==> src/hw/pser_pkg.sv <==
package pser_pkg;

  // ---------------------------------------------------------------
  // Register addresses (byte-free word index on the plain port)
  // ---------------------------------------------------------------
  localparam logic [3:0] ADDR_CTRL = 4'h0;
  localparam logic [3:0] ADDR_CFG = 4'h1;
  localparam logic [3:0] ADDR_ON_SRC = 4'h2;
  localparam logic [3:0] ADDR_OFF_SRC = 4'h3;
  localparam logic [3:0] ADDR_STATE = 4'h4;

  // ---------------------------------------------------------------
  // Control register fields
  // ---------------------------------------------------------------
  localparam int CTRL_CHIP_ON = 0;
  localparam int CTRL_SLEEP = 1;
  localparam int CTRL_SW_RESET = 2;
  localparam logic [15:0] CTRL_RESET_VAL = 16'h0001;

  // ---------------------------------------------------------------
  // Configuration register fields
  // ---------------------------------------------------------------
  localparam int CFG_PIN_ON = 0;
  localparam int CFG_PIN_WAKE = 1;
  localparam int CFG_PIN_OFF = 2;
  localparam int CFG_WDOG_WAKE = 3;
  localparam int CFG_WDOG_RST = 4;
  localparam int CFG_PEN_WAKE = 5;
  localparam int CFG_LOW_WAKE = 6;
  localparam int CFG_LOW_OFF = 7;
  localparam int CFG_CHG_MASK = 8;
  localparam logic [15:0] CFG_RESET_VAL = 16'h0001;

  // ---------------------------------------------------------------
  // Power-up source bits
  // ---------------------------------------------------------------
  localparam int ON_WDOG_RST = 0;
  localparam int ON_HW_RST = 1;
  localparam int ON_SW_RST = 2;
  localparam int ON_CNV_UV = 3;
  localparam int ON_PIN = 4;
  localparam int ON_ALARM = 5;
  localparam int ON_SW_WAKE = 6;
  localparam int WATCHDOG_WAKE_SOURCE_FLAG = 7;
  localparam int ON_CHARGER = 8;
  localparam int ON_PEN = 9;
  localparam int ON_SUPPLY_LOW = 10;
  localparam int ON_GPIO = 11;
  localparam int ON_TRANSITION = 15;

  // ---------------------------------------------------------------
  // Power-off source bits
  // ---------------------------------------------------------------
  localparam int OFF_PIN = 4;
  localparam int OFF_SW = 6;
  localparam int OFF_THERMAL = 9;
  localparam int OFF_SUPPLY = 10;
  localparam int OFF_GPIO_B = 11;
  localparam int OFF_SEQ = 12;
  localparam int OFF_INT_REG = 13;

  localparam logic [15:0] ZERO16 = 16'h0000;

  // ---------------------------------------------------------------
  // Power states
  // ---------------------------------------------------------------
  typedef enum logic [2:0] {
    PSER_OFF = 3'b001,
    PSER_ON = 3'b010,
    PSER_SLEEP = 3'b100
  } pser_state_t;

endpackage

==> src/hw/pser_router.sv <==
// Function
// - Alarm in OFF raises ON, sets transition and alarm flags.
// - GPIO power-on request raises ON, sets transition and GPIO flag.
// - Button set for ON raises ON, sets transition and button flag.
// - Writing sleep control zero wakes, sets software wake flag.
// - Any charger event wakes and sets charger wake flag.
// - Watchdog timeout wakes when so configured, sets its flag.
// - Alarm in SLEEP wakes and sets alarm flag.
// - Pen-down wakes when so configured, sets pen flag.
// - GPIO sleep/wake request wakes, sets GPIO on-source flag.
// - Supply undervoltage wakes when so configured, sets its flag.
// - Button set for WAKE wakes and sets button flag.
// - Four reset kinds go OFF then back ON if supply ok, recorded as reset flags.
// - Writing chip-on zero powers off, sets software off flag.
// - Button set for OFF powers off, sets button off flag.
// - Supply undervoltage powers off when so configured.
// - Supply below shutdown powers off unless a reset comes, same supply flag.
// - GPIO on/off request may power off, sets GPIO off flag.
// - Sequence start failure powers off, sets sequence flag.
// - Sleep control one or GPIO sleep request enters SLEEP.
// - Entering SLEEP and waking from it never touch the off-source register.
// - Power-up from OFF allowed only while supply exceeds the ok threshold.
// - Charging with mask set ignores user OFF requests.
// - Source flags show only the most recent event's cause.
`timescale 1ns/1ps

module pser_router
  import pser_pkg::*;
(
  // Clock and reset
  input wire logic clk,
  input wire logic rst,
  // Register port
  input wire logic [3:0] reg_addr,
  input wire logic [15:0] reg_wdata,
  input wire logic reg_wr,
  input wire logic reg_rd,
  output logic [15:0] reg_rdata,
  // Event pulses from on-chip sources (same clock)
  input wire logic alarm_evt,
  input wire logic gpio_on_req,
  input wire logic gpio_off_req,
  input wire logic gpio_wake_req,
  input wire logic gpio_sleep_req,
  input wire logic charger_evt,
  input wire logic wdog_timeout_evt,
  input wire logic pen_down_evt,
  input wire logic supply_low_evt,
  input wire logic supply_shutdown_evt,
  input wire logic thermal_evt,
  input wire logic seq_fail_evt,
  input wire logic int_reg_fault_evt,
  input wire logic hw_reset_evt,
  input wire logic cnv_uv_reset_evt,
  // Levels from on-chip monitors
  input wire logic supply_ok,
  input wire logic charging,
  // Button pin, active low, asynchronous
  input wire logic button_n,
  // Transition requests and state
  output logic on_req,
  output logic wake_req,
  output logic off_req,
  output logic sleep_req,
  output logic [2:0] power_state
);

  // ---------------------------------------------------------------
  // Button synchroniser and edge detect
  // ---------------------------------------------------------------
  logic btn_meta_reg;
  logic btn_sync_reg;
  logic btn_last_reg;
  always_ff @(posedge clk)
  begin
    btn_meta_reg <= button_n;
    btn_sync_reg <= btn_meta_reg;
    btn_last_reg <= rst ? 1'b1 : btn_sync_reg;
  end
  // Press is a falling pin edge; idle-high reset level avoids a false press
  wire btn_press = btn_last_reg & ~btn_sync_reg;

  // ---------------------------------------------------------------
  // Registers
  // ---------------------------------------------------------------
  logic [15:0] ctrl_reg;
  logic [15:0] cfg_reg;
  logic [15:0] on_src_reg;
  logic [15:0] off_src_reg;
  logic [15:0] on_src_next;
  logic [15:0] off_src_next;
  pser_state_t state_reg;
  pser_state_t state_next;

  wire wr_ctrl = reg_wr && (reg_addr == ADDR_CTRL);
  wire wr_cfg = reg_wr && (reg_addr == ADDR_CFG);
  wire st_off = (state_reg == PSER_OFF);
  wire st_on = (state_reg == PSER_ON);
  wire st_sleep = (state_reg == PSER_SLEEP);

  // Software commands act on the written value, not on a stored change
  wire sw_off = wr_ctrl && !reg_wdata[CTRL_CHIP_ON] && !st_off;
  wire sw_sleep = wr_ctrl && reg_wdata[CTRL_SLEEP] && st_on;
  wire sw_wake = wr_ctrl && !reg_wdata[CTRL_SLEEP] && st_sleep;
  wire sw_reset = wr_ctrl && reg_wdata[CTRL_SW_RESET] && !st_off;

  wire user_off_mask = charging && cfg_reg[CFG_CHG_MASK];

  // ---------------------------------------------------------------
  // Per-source triggers
  // ---------------------------------------------------------------
  // alarm power-up
  wire t_on_alarm = alarm_evt && st_off;
  wire t_on_gpio = gpio_on_req && st_off;
  wire t_on_pin = btn_press && cfg_reg[CFG_PIN_ON] && st_off;

  wire t_w_alarm = alarm_evt && st_sleep;
  wire t_w_chg = charger_evt && st_sleep;
  wire t_w_wdog = wdog_timeout_evt && cfg_reg[CFG_WDOG_WAKE] && st_sleep;
  wire t_w_pen = pen_down_evt && cfg_reg[CFG_PEN_WAKE] && st_sleep;
  wire t_w_gpio = gpio_wake_req && st_sleep;
  wire t_w_low = supply_low_evt && cfg_reg[CFG_LOW_WAKE] && st_sleep;
  wire t_w_pin = btn_press && cfg_reg[CFG_PIN_WAKE] && st_sleep;

  wire t_r_wdog = wdog_timeout_evt && cfg_reg[CFG_WDOG_RST] && !st_off;
  wire t_r_hw = hw_reset_evt && !st_off;
  wire t_r_uv = cnv_uv_reset_evt && !st_off;
  wire any_reset = t_r_wdog || t_r_hw || sw_reset || t_r_uv;

  wire t_o_sw = sw_off && !user_off_mask;
  wire t_o_pin = btn_press && cfg_reg[CFG_PIN_OFF] && !st_off
                 && !user_off_mask;
  wire t_o_low = supply_low_evt && cfg_reg[CFG_LOW_OFF] && !st_off;
  wire t_o_shut = supply_shutdown_evt && !st_off;
  wire t_o_gpio = gpio_off_req && !st_off && !user_off_mask;
  wire t_o_seq = seq_fail_evt && !st_off;
  wire t_o_therm = thermal_evt && !st_off;
  wire t_o_int = int_reg_fault_evt && !st_off;

  wire any_off = t_o_sw || t_o_pin || t_o_low || t_o_shut || t_o_gpio
                 || t_o_seq || t_o_therm || t_o_int;
  wire any_on = (t_on_alarm || t_on_gpio || t_on_pin) && supply_ok;
  wire any_wake = t_w_alarm || t_w_chg || t_w_wdog || t_w_pen || t_w_gpio
                  || t_w_low || t_w_pin;
  wire any_sleep = (sw_sleep || (gpio_sleep_req && st_on)) && !any_off
                   && !any_reset;

  // Off and reset beat wake, wake beats sleep
  wire do_off = any_off && !any_reset;
  wire do_wake = any_wake && !do_off && !any_reset;

  // ---------------------------------------------------------------
  // Next state and source flags
  // ---------------------------------------------------------------
  always_comb
  begin
    state_next = state_reg;
    on_src_next = on_src_reg;
    off_src_next = off_src_reg;
    // reset returns to on while supply ok, else goes to off
    if (any_reset)
    begin
      state_next = supply_ok ? PSER_ON : PSER_OFF;
      on_src_next = ZERO16;
      on_src_next[ON_WDOG_RST] = t_r_wdog;
      on_src_next[ON_HW_RST] = t_r_hw;
      on_src_next[ON_SW_RST] = sw_reset;
      on_src_next[ON_CNV_UV] = t_r_uv;
    end
    else if (do_off)
    begin
      state_next = PSER_OFF;
      off_src_next = ZERO16;
      off_src_next[OFF_SW] = t_o_sw;
      off_src_next[OFF_PIN] = t_o_pin;
      off_src_next[OFF_SUPPLY] = t_o_low || t_o_shut;
      off_src_next[OFF_GPIO_B] = t_o_gpio;
      off_src_next[OFF_SEQ] = t_o_seq;
      off_src_next[OFF_THERMAL] = t_o_therm;
      off_src_next[OFF_INT_REG] = t_o_int;
    end
    else if (any_on)
    begin
      state_next = PSER_ON;
      on_src_next = ZERO16;
      on_src_next[ON_TRANSITION] = 1'b1;
      on_src_next[ON_ALARM] = t_on_alarm;
      on_src_next[ON_GPIO] = t_on_gpio;
      on_src_next[ON_PIN] = t_on_pin;
    end
    else if (do_wake)
    begin
      state_next = PSER_ON;
      on_src_next = ZERO16;
      on_src_next[ON_SW_WAKE] = sw_wake;
      on_src_next[ON_ALARM] = t_w_alarm;
      on_src_next[ON_CHARGER] = t_w_chg;
      on_src_next[WATCHDOG_WAKE_SOURCE_FLAG] = t_w_wdog;
      on_src_next[ON_PEN] = t_w_pen;
      on_src_next[ON_GPIO] = t_w_gpio;
      on_src_next[ON_SUPPLY_LOW] = t_w_low;
      on_src_next[ON_PIN] = t_w_pin;
    end
    else if (sw_wake)
    begin
      state_next = PSER_ON;
      on_src_next = ZERO16;
      on_src_next[ON_SW_WAKE] = 1'b1;
    end
    else if (any_sleep)
    begin
      state_next = PSER_SLEEP;
    end
  end

  always_ff @(posedge clk)
  begin
    if (rst)
    begin
      state_reg <= PSER_OFF;
      on_src_reg <= ZERO16;
      off_src_reg <= ZERO16;
    end
    else
    begin
      state_reg <= state_next;
      on_src_reg <= on_src_next;
      off_src_reg <= off_src_next;
    end
  end

  // ---------------------------------------------------------------
  // Control and configuration registers
  // ---------------------------------------------------------------
  // Reset bit is self-clearing so a read never shows a stale reset
  localparam logic [15:0] SW_RESET_MASK = 16'h0001 << CTRL_SW_RESET;
  always_ff @(posedge clk)
  begin
    if (rst)
    begin
      ctrl_reg <= CTRL_RESET_VAL;
      cfg_reg <= CFG_RESET_VAL;
    end
    else
    begin
      if (wr_cfg)
        cfg_reg <= reg_wdata;
      if (wr_ctrl)
        ctrl_reg <= reg_wdata & ~SW_RESET_MASK;
    end
  end

  // ---------------------------------------------------------------
  // Outputs and read port
  // ---------------------------------------------------------------
  logic on_req_reg;
  logic wake_req_reg;
  logic off_req_reg;
  logic sleep_req_reg;
  logic [15:0] rdata_reg;

  wire [15:0] rd_mux =
    (reg_addr == ADDR_CTRL) ? ctrl_reg :
    (reg_addr == ADDR_CFG) ? cfg_reg :
    (reg_addr == ADDR_ON_SRC) ? on_src_reg :
    (reg_addr == ADDR_OFF_SRC) ? off_src_reg :
    (reg_addr == ADDR_STATE) ? {13'h0000, state_reg} : ZERO16;

  always_ff @(posedge clk)
  begin
    if (rst)
    begin
      on_req_reg <= 1'b0;
      wake_req_reg <= 1'b0;
      off_req_reg <= 1'b0;
      sleep_req_reg <= 1'b0;
      rdata_reg <= ZERO16;
    end
    else
    begin
      on_req_reg <= (any_on && !do_off) || (any_reset && supply_ok);
      wake_req_reg <= do_wake || (sw_wake && !do_off && !any_reset);
      off_req_reg <= do_off || any_reset;
      sleep_req_reg <= any_sleep && !any_on && !do_wake && !sw_wake;
      rdata_reg <= reg_rd ? rd_mux : ZERO16;
    end
  end

  assign on_req = on_req_reg;
  assign wake_req = wake_req_reg;
  assign off_req = off_req_reg;
  assign sleep_req = sleep_req_reg;
  assign reg_rdata = rdata_reg;
  assign power_state = state_reg;

  // ---------------------------------------------------------------
  // Checks
  // ---------------------------------------------------------------
  chk_alarm_on_flag: assert property (
    @(posedge clk) disable iff (rst)
    (alarm_evt && st_off && supply_ok && !any_reset && !any_off)
    |=> (on_src_reg[ON_TRANSITION] && on_src_reg[ON_ALARM] && on_req))
    else $error("alarm power-up not recorded");

  chk_supply_gate: assert property (
    @(posedge clk) disable iff (rst)
    (st_off && !supply_ok) |=> !on_req)
    else $error("power-up while supply not ok");

  chk_mask_user_off: assert property (
    @(posedge clk) disable iff (rst)
    (user_off_mask && sw_off && !t_o_pin && !t_o_low && !t_o_shut
     && !t_o_seq && !t_o_therm && !t_o_int && !any_reset)
    |=> !off_req)
    else $error("masked user off acted");

  chk_mask_gpio_off: assert property (
    @(posedge clk) disable iff (rst)
    (user_off_mask && gpio_off_req && !st_off && !sw_off && !t_o_pin
     && !t_o_low && !t_o_shut && !t_o_seq && !t_o_therm && !t_o_int
     && !any_reset)
    |=> !off_req)
    else $error("masked gpio off acted");

  chk_sleep_entry: assert property (
    @(posedge clk) disable iff (rst)
    (sw_sleep && !any_off && !any_reset)
    |=> (sleep_req && st_sleep))
    else $error("sleep request not taken");

  chk_sleep_keeps_off: assert property (
    @(posedge clk) disable iff (rst)
    (state_next == PSER_SLEEP && st_on) |=> $stable(off_src_reg))
    else $error("sleep changed off sources");

  chk_shutdown_off: assert property (
    @(posedge clk) disable iff (rst)
    (supply_shutdown_evt && !st_off && !any_reset)
    |=> (off_req && off_src_reg[OFF_SUPPLY] && st_off))
    else $error("shutdown not taken");

  chk_sw_wake_flag: assert property (
    @(posedge clk) disable iff (rst)
    (sw_wake && !any_off && !any_reset)
    |=> (wake_req && on_src_reg[ON_SW_WAKE]))
    else $error("software wake not taken");

  chk_reset_flags: assert property (
    @(posedge clk) disable iff (rst)
    (t_r_hw) |=> (off_req && on_src_reg[ON_HW_RST]))
    else $error("hardware reset not recorded");

  chk_seq_fail_off: assert property (
    @(posedge clk) disable iff (rst)
    (seq_fail_evt && !st_off && !any_reset)
    |=> (off_src_reg[OFF_SEQ] && st_off))
    else $error("sequence failure not recorded");

endmodule

==> config.mk <==
export PLATFORM = sky130hd
export DESIGN_NAME = pser_router
export DESIGN_NICKNAME = d
export VERILOG_FILES = /design/src/hw/pser_pkg.sv /design/src/hw/pser_router.sv
export SDC_FILE = /design/constraint.sdc
export NUM_CORES = 1
export LEC_CHECK = 0
export BUFFER_PORTS_ARGS = -buffer_cell sky130_fd_sc_hd__clkbuf_2
export CORE_MARGIN = 2
export CORE_UTILIZATION = 49
export DETAILED_ROUTE_END_ITERATION = 7
export PLACE_DENSITY_LB_ADDON = 0.3
export SYNTH_ARGS = -nofsm -noshare
export SYNTH_HDL_FRONTEND = slang
export SYNTH_SLANG_ARGS = --single-unit
==> constraint.sdc <==
create_clock -name clk -period 2 [get_ports clk]
set_input_delay 0.2 -clock clk [delete_from_list [all_inputs] [get_ports clk]]
set_output_delay 0.2 -clock clk [all_outputs]
set_load 0.01 [all_outputs]
### Word-level counts from Yosys, hierarchy flattened

Index checks and enable logic that the tools add are counted.
W data, S select, Z words.

* flip-flop bits (word level): 80
* output and inout port bits: 23

* multiplexer cells: 17
* bitwise gates (word level): 5
* reduce and logical (&&, ||, !) cells: 99
* eq/ne operators: 8

Operators with widths (number)
* $mux W16: 6
* $logic_and A1 B1 Y1: 56
* $logic_or A1 B1 Y1: 23
* $mux W3: 7
* $mux W14: 1
* $logic_not A1 Y1: 10
* $eq A4 B2 Y1 const B: 2
* $mux W4: 2
* $reduce_and A2 Y1: 3
* $reduce_bool A6 Y1: 1
* $eq A4 B1 Y1 const B: 1
* $eq A4 B3 Y1 const B: 1
* $logic_not A4 Y1: 1
* $not A1 Y1: 4
* $reduce_bool A4 Y1: 1
* $reduce_or A2 Y1: 2
* $eq A3 B1 Y1 const B: 1
* $eq A3 B2 Y1 const B: 1
* $eq A3 B3 Y1 const B: 1
* $reduce_bool A3 Y1: 1
* $reduce_or A3 Y1: 1
* $mux W2: 1
* $ne A2 B2 Y1 const B: 1
* $and A1 B1 Y1: 1

### Logic depth before layout (Yosys ltp)

* depth after elaboration: 21
* mapped depth: 8
* depth with buffers taken out: 5

### Worst setup path before layout

OpenSTA, ideal clock, no wires.

* path kind: reg-to-reg
* start point: reg state_reg[2], in the netlist power_state[2]
* end point: reg on_src_reg[15]
* library setup time: 121 ps
* required time: 1879 ps
* period minus slack after synthesis: 2004 ps
* stages on the path, launching flop included: 6
* slack: -4 ps
* arrival time: 1883 ps
* cells stage by stage: dfxtp_1 or3b_2 or4_4 nand3_2 a21oi_2 a2bb2o_1

* word-level cells in the longest chain between the ends: 17
* elaborated cells on any way between the ends: 59
* those cells by class: eq/ne: 2; mux: 2; bitwise: 1; reduce/logical: 54

Ends and longest elaborated chain
* start, declared: line pser_router.sv:92 `pser_state_t state_reg;`
* start signal, assigned: line pser_router.sv:226 `state_reg <= state_next;`
* $eq A3 B1 Y1: line pser_router.sv:97 `wire st_off = (state_reg == PSER_OFF);`
* $logic_not A1 Y1
* $logic_and A1 B1 Y1, on equally long branches: line pser_router.sv:102, pser_router.sv:131
* $logic_and A1 B1 Y1, on equally long branches: line pser_router.sv:130, pser_router.sv:132
* $logic_or A1 B1 Y1 (4 in a row): line pser_router.sv:140 `wire any_off = t_o_sw || t_o_pin || t_o_low || t_o_shut || t_o_gpio`
* $logic_or A1 B1 Y1 (3 in a row): line pser_router.sv:141 `|| t_o_seq || t_o_therm || t_o_int;`
* $logic_and A1 B1 Y1: line pser_router.sv:149 `wire do_off = any_off && !any_reset;`
* $logic_not A1 Y1: line pser_router.sv:150 `wire do_wake = any_wake && !do_off && !any_reset;`
* $logic_and A1 B1 Y1 (2 in a row): line pser_router.sv:150
* $reduce_bool A3 Y1 (no line) or $mux W16 (tied branches)
* $reduce_and A2 Y1 (no line) or $mux W16 (tied branches)
* end signal, assigned: line pser_router.sv:227 `on_src_reg <= on_src_next;`
* end, declared: line pser_router.sv:88 `logic [15:0] on_src_reg;`

Several ways; a longest one is shown, not always the timed one.
A chain may end at the register's enable or synchronous reset.

### Worst setup path after layout

Same ends and word-level chain as after synthesis.

==> impl_metrics.ini <==
[synth]
ys_seq_elements = 77
syn_nets = 408
synth_edf_count = 0
synth_warnings = 0
synthFlopType = dfxtp_1
syn_area_um2 = 3190
synth.avg_cell_area_um2 = 8.73
synth_cell_types = 51
seq_area_frac_synth_pct = 48.3
syn_inst = 366
async_flop_share_pct = 0

[finish]
finalNetCount = 491
diodes = 0
layout.cells.non_filler = 531
area_delta_synth_final_pct = 24.2
drive_gt1_share_pct = 28.0
nFillCells = 558
final_util_pct = 62.8

[setup_path]
cp_slowest_cell = or3b_2
end_kind = flop
cp_max_fo = 7
crit_path_start_kind = flop
slowest_delay_ps = 470
cp.arrival_ps = 2180
crit_type = flop to flop
crit_chain = or3b_2 -> or4_4 -> nand3_4 -> a21oi_4 -> a2bb2o_1
cp.required_ps = 2230

[power]
ir_drop_uv = 717
p_comb_share_pct = 26.5
p_per_area_nw_per_um2 = 989
p_leak_nw = 1.58
sequentialPowerShare_pct = 43.2
switching_share_pct = 31.7
p_int_mw = 2.68
power_switching_mw = 1.24
finalPower_mw = 3.92
pwr-share-clk_pct = 30.4

[drt]
drtIter0Drc = 230
drtPass1Iterations = 4
vias_per_cell = 5.65
post-route-drc-count = 0
wl_per_cell_um = 16.2
ant_nets = 0
drt_wl_total_um = 8620
vias = 2998

[die]
die_height_um = 84.7
dieArea_um2 = 7180
row_count = 29
initial_core_util_pct = 50.6
pin_count = 65
core_region_area_um2 = 6310
die_x_um = 84.7

[clock_network]
h-tree-depth = 3
cts_tree = yes
clock_sinks = 77
numCtsBuffers = 9
clk_path_buf_depth = 2
clk_pin_slew_ps = 80
post_cts_buffers = 0
cts_root_buffer = clkbuf_8
clkLatencyLatePin_ps = 340

[grt]
grt_pass1_wl_um = 13600
grt_max_degree = 44
busiest_layer = met2
grt_antenna_before_repair = 0
grt_pass1_vias = 2835
use_met2_pct = 38.6
overflow = 0
use_met3_pct = 6.39
grt_use_total_pct = 24.3
use_met1_pct = 32.0

[placed_design]
placement.io_buffers = 64
dp.cells = 514
place_congestion = 0.932
post-place-ws_ps = 2.20
place_hpwl_um = 6180

[timing]
slew_viol_final = 0
slew_headroom_pct = 63.7
fmax_mhz = 511
finalClockSkew_ps = 7.29
fin_ws_ps = 44.2
fin_crit_ps = 1960
hold_viol_final = 0
setup_tns_ps = 0
rsz0062_at_grt = true
setup_viol = 0
worst_slew_pin_slew_ps = 543
period_share_pct = 97.8

[run]
drv_cap = 0

[outcome]
status = complete, no violations

[min_path]
worstHoldPathType = primary input to flop
[what timing repair did]
action / 4_1_cts / 5_1_grt
setup endpoints to repair: 0 / 5
hold endpoints to repair: 1 / 0
hold buffers: 1 / 0
gates resized for setup: 0 / 6
[cells by family after synthesis]
| kind of cell | after synthesis | synth area share [%] |
|---|---|---|
| AND/OR/NAND/NOR | 154 | 22.8 |
| multiplexers | 13 | 6.03 |
| AO/OA/AOI/OAI | 98 | 19.5 |
| flip-flops | 77 | 48.3 |
| buffers and inverters | 24 | 3.37 |
[area by class of cell]
cell class,count,area [µm²],share of cell area (%)
clock inverters,5,58.8,1.48
inverters,3,11.3,0.284
clock buffers,11,141,3.56
flip-flops and latches,77,1550,39.0
well taps,77,96.3,2.43
multi-input cells,265,1570,39.6
repair buffers,93,541,13.6
[routing by layer]
layer  wire, µm  vias to the layer above
li1           -                     1465
met1       3720                     1401
met2       4150                      122
met3        642                       10
met4        111                        0
met5          0                        -
[cells in the final DEF, fill, tap and decap left out, types with 4 or more instances in the layout]
cell,Yosys,routed
nand3_1,6,6
dfxtp_1,77,75
nor2_1,30,30
a21oi_1,50,50
mux2i_1,8,8
nor3_1,4,4
clkbuf_2,0,64
nand2b_1,4,4
clkbuf_8,0,10
o2bb2ai_1,4,4
a31oi_1,8,8
nand4_1,5,5
mux4_2,5,5
buf_4,0,28
nand2_1,74,74
nor2b_1,9,9
o21ai_0,12,12
[critical path, delay by kind of cell (launching register included)]
family,cells,cell delay (ps)
flops,1,380
simple gates,3,1070
compound gates,2,390
[worst paths after layout]
kind / from / cells past startpoint / slack (ps) / end
worst max-delay path: power_state[2]$_SDFFE_PP0P_ / 5 / 40 / on_src_reg[15]$_SDFFE_PP0P_
worst min-delay path: reg_wdata[13] / 3 / 80 / ctrl_reg[13]$_SDFFE_PP0N_
worst max register to register: power_state[2]$_SDFFE_PP0P_ / 5 / 40 / on_src_reg[15]$_SDFFE_PP0P_
worst min register to register: btn_meta_reg$_DFF_P_ / 0 / 330 / btn_sync_reg$_DFF_P_
[power groups by stage]
stage	clock (mW)	combinational, mW	sequential (mW)
detailed placement	0	0.975	1.72
CTS	1.20	0.982	1.69
floorplan	0	0.522	1.72
global route	1.28	1.13	1.70
finish	1.19	1.04	1.69
global placement	0	0.972	1.72
[cell usage after synthesis, types with 2 or more instances]
library cell	n	area share, %
buf_6	2	0.71
a22o_1	2	0.55
buf_1	2	0.24
nand4_1	5	0.98
a31oi_1	8	1.6
nand3_1	6	0.94
nor2_1	30	3.5
a21o_1	2	0.47
nand2b_1	4	0.78
clkbuf_1	15	1.8
a21oi_1	50	7.8
a31o_2	2	0.55
a32o_1	2	0.63
or2_2	2	0.39
nand2_1	74	8.7
or3_1	3	0.59
a21oi_2	2	0.55
mux2i_1	8	2.5
a2111oi_0	2	0.55
nand3b_1	3	0.71
inv_1	3	0.35
dfxtp_1	77	48
o2bb2ai_1	4	1.1
nor2b_1	9	1.8
buf_2	2	0.31
nor3_1	4	0.63
o21a_1	2	0.47
mux4_2	5	3.5
and3_1	3	0.59
o21ai_0	12	1.9
[through the flow]
stage	hold slack (ps)	instance area, µm²
after floorplan	228	3200
after global placement	304	3730
after detailed placement	304	3730
after CTS	76.7	3940
after global routing	69.7	3970
final	81.8	3970
(Power assumes the default switching activity.)
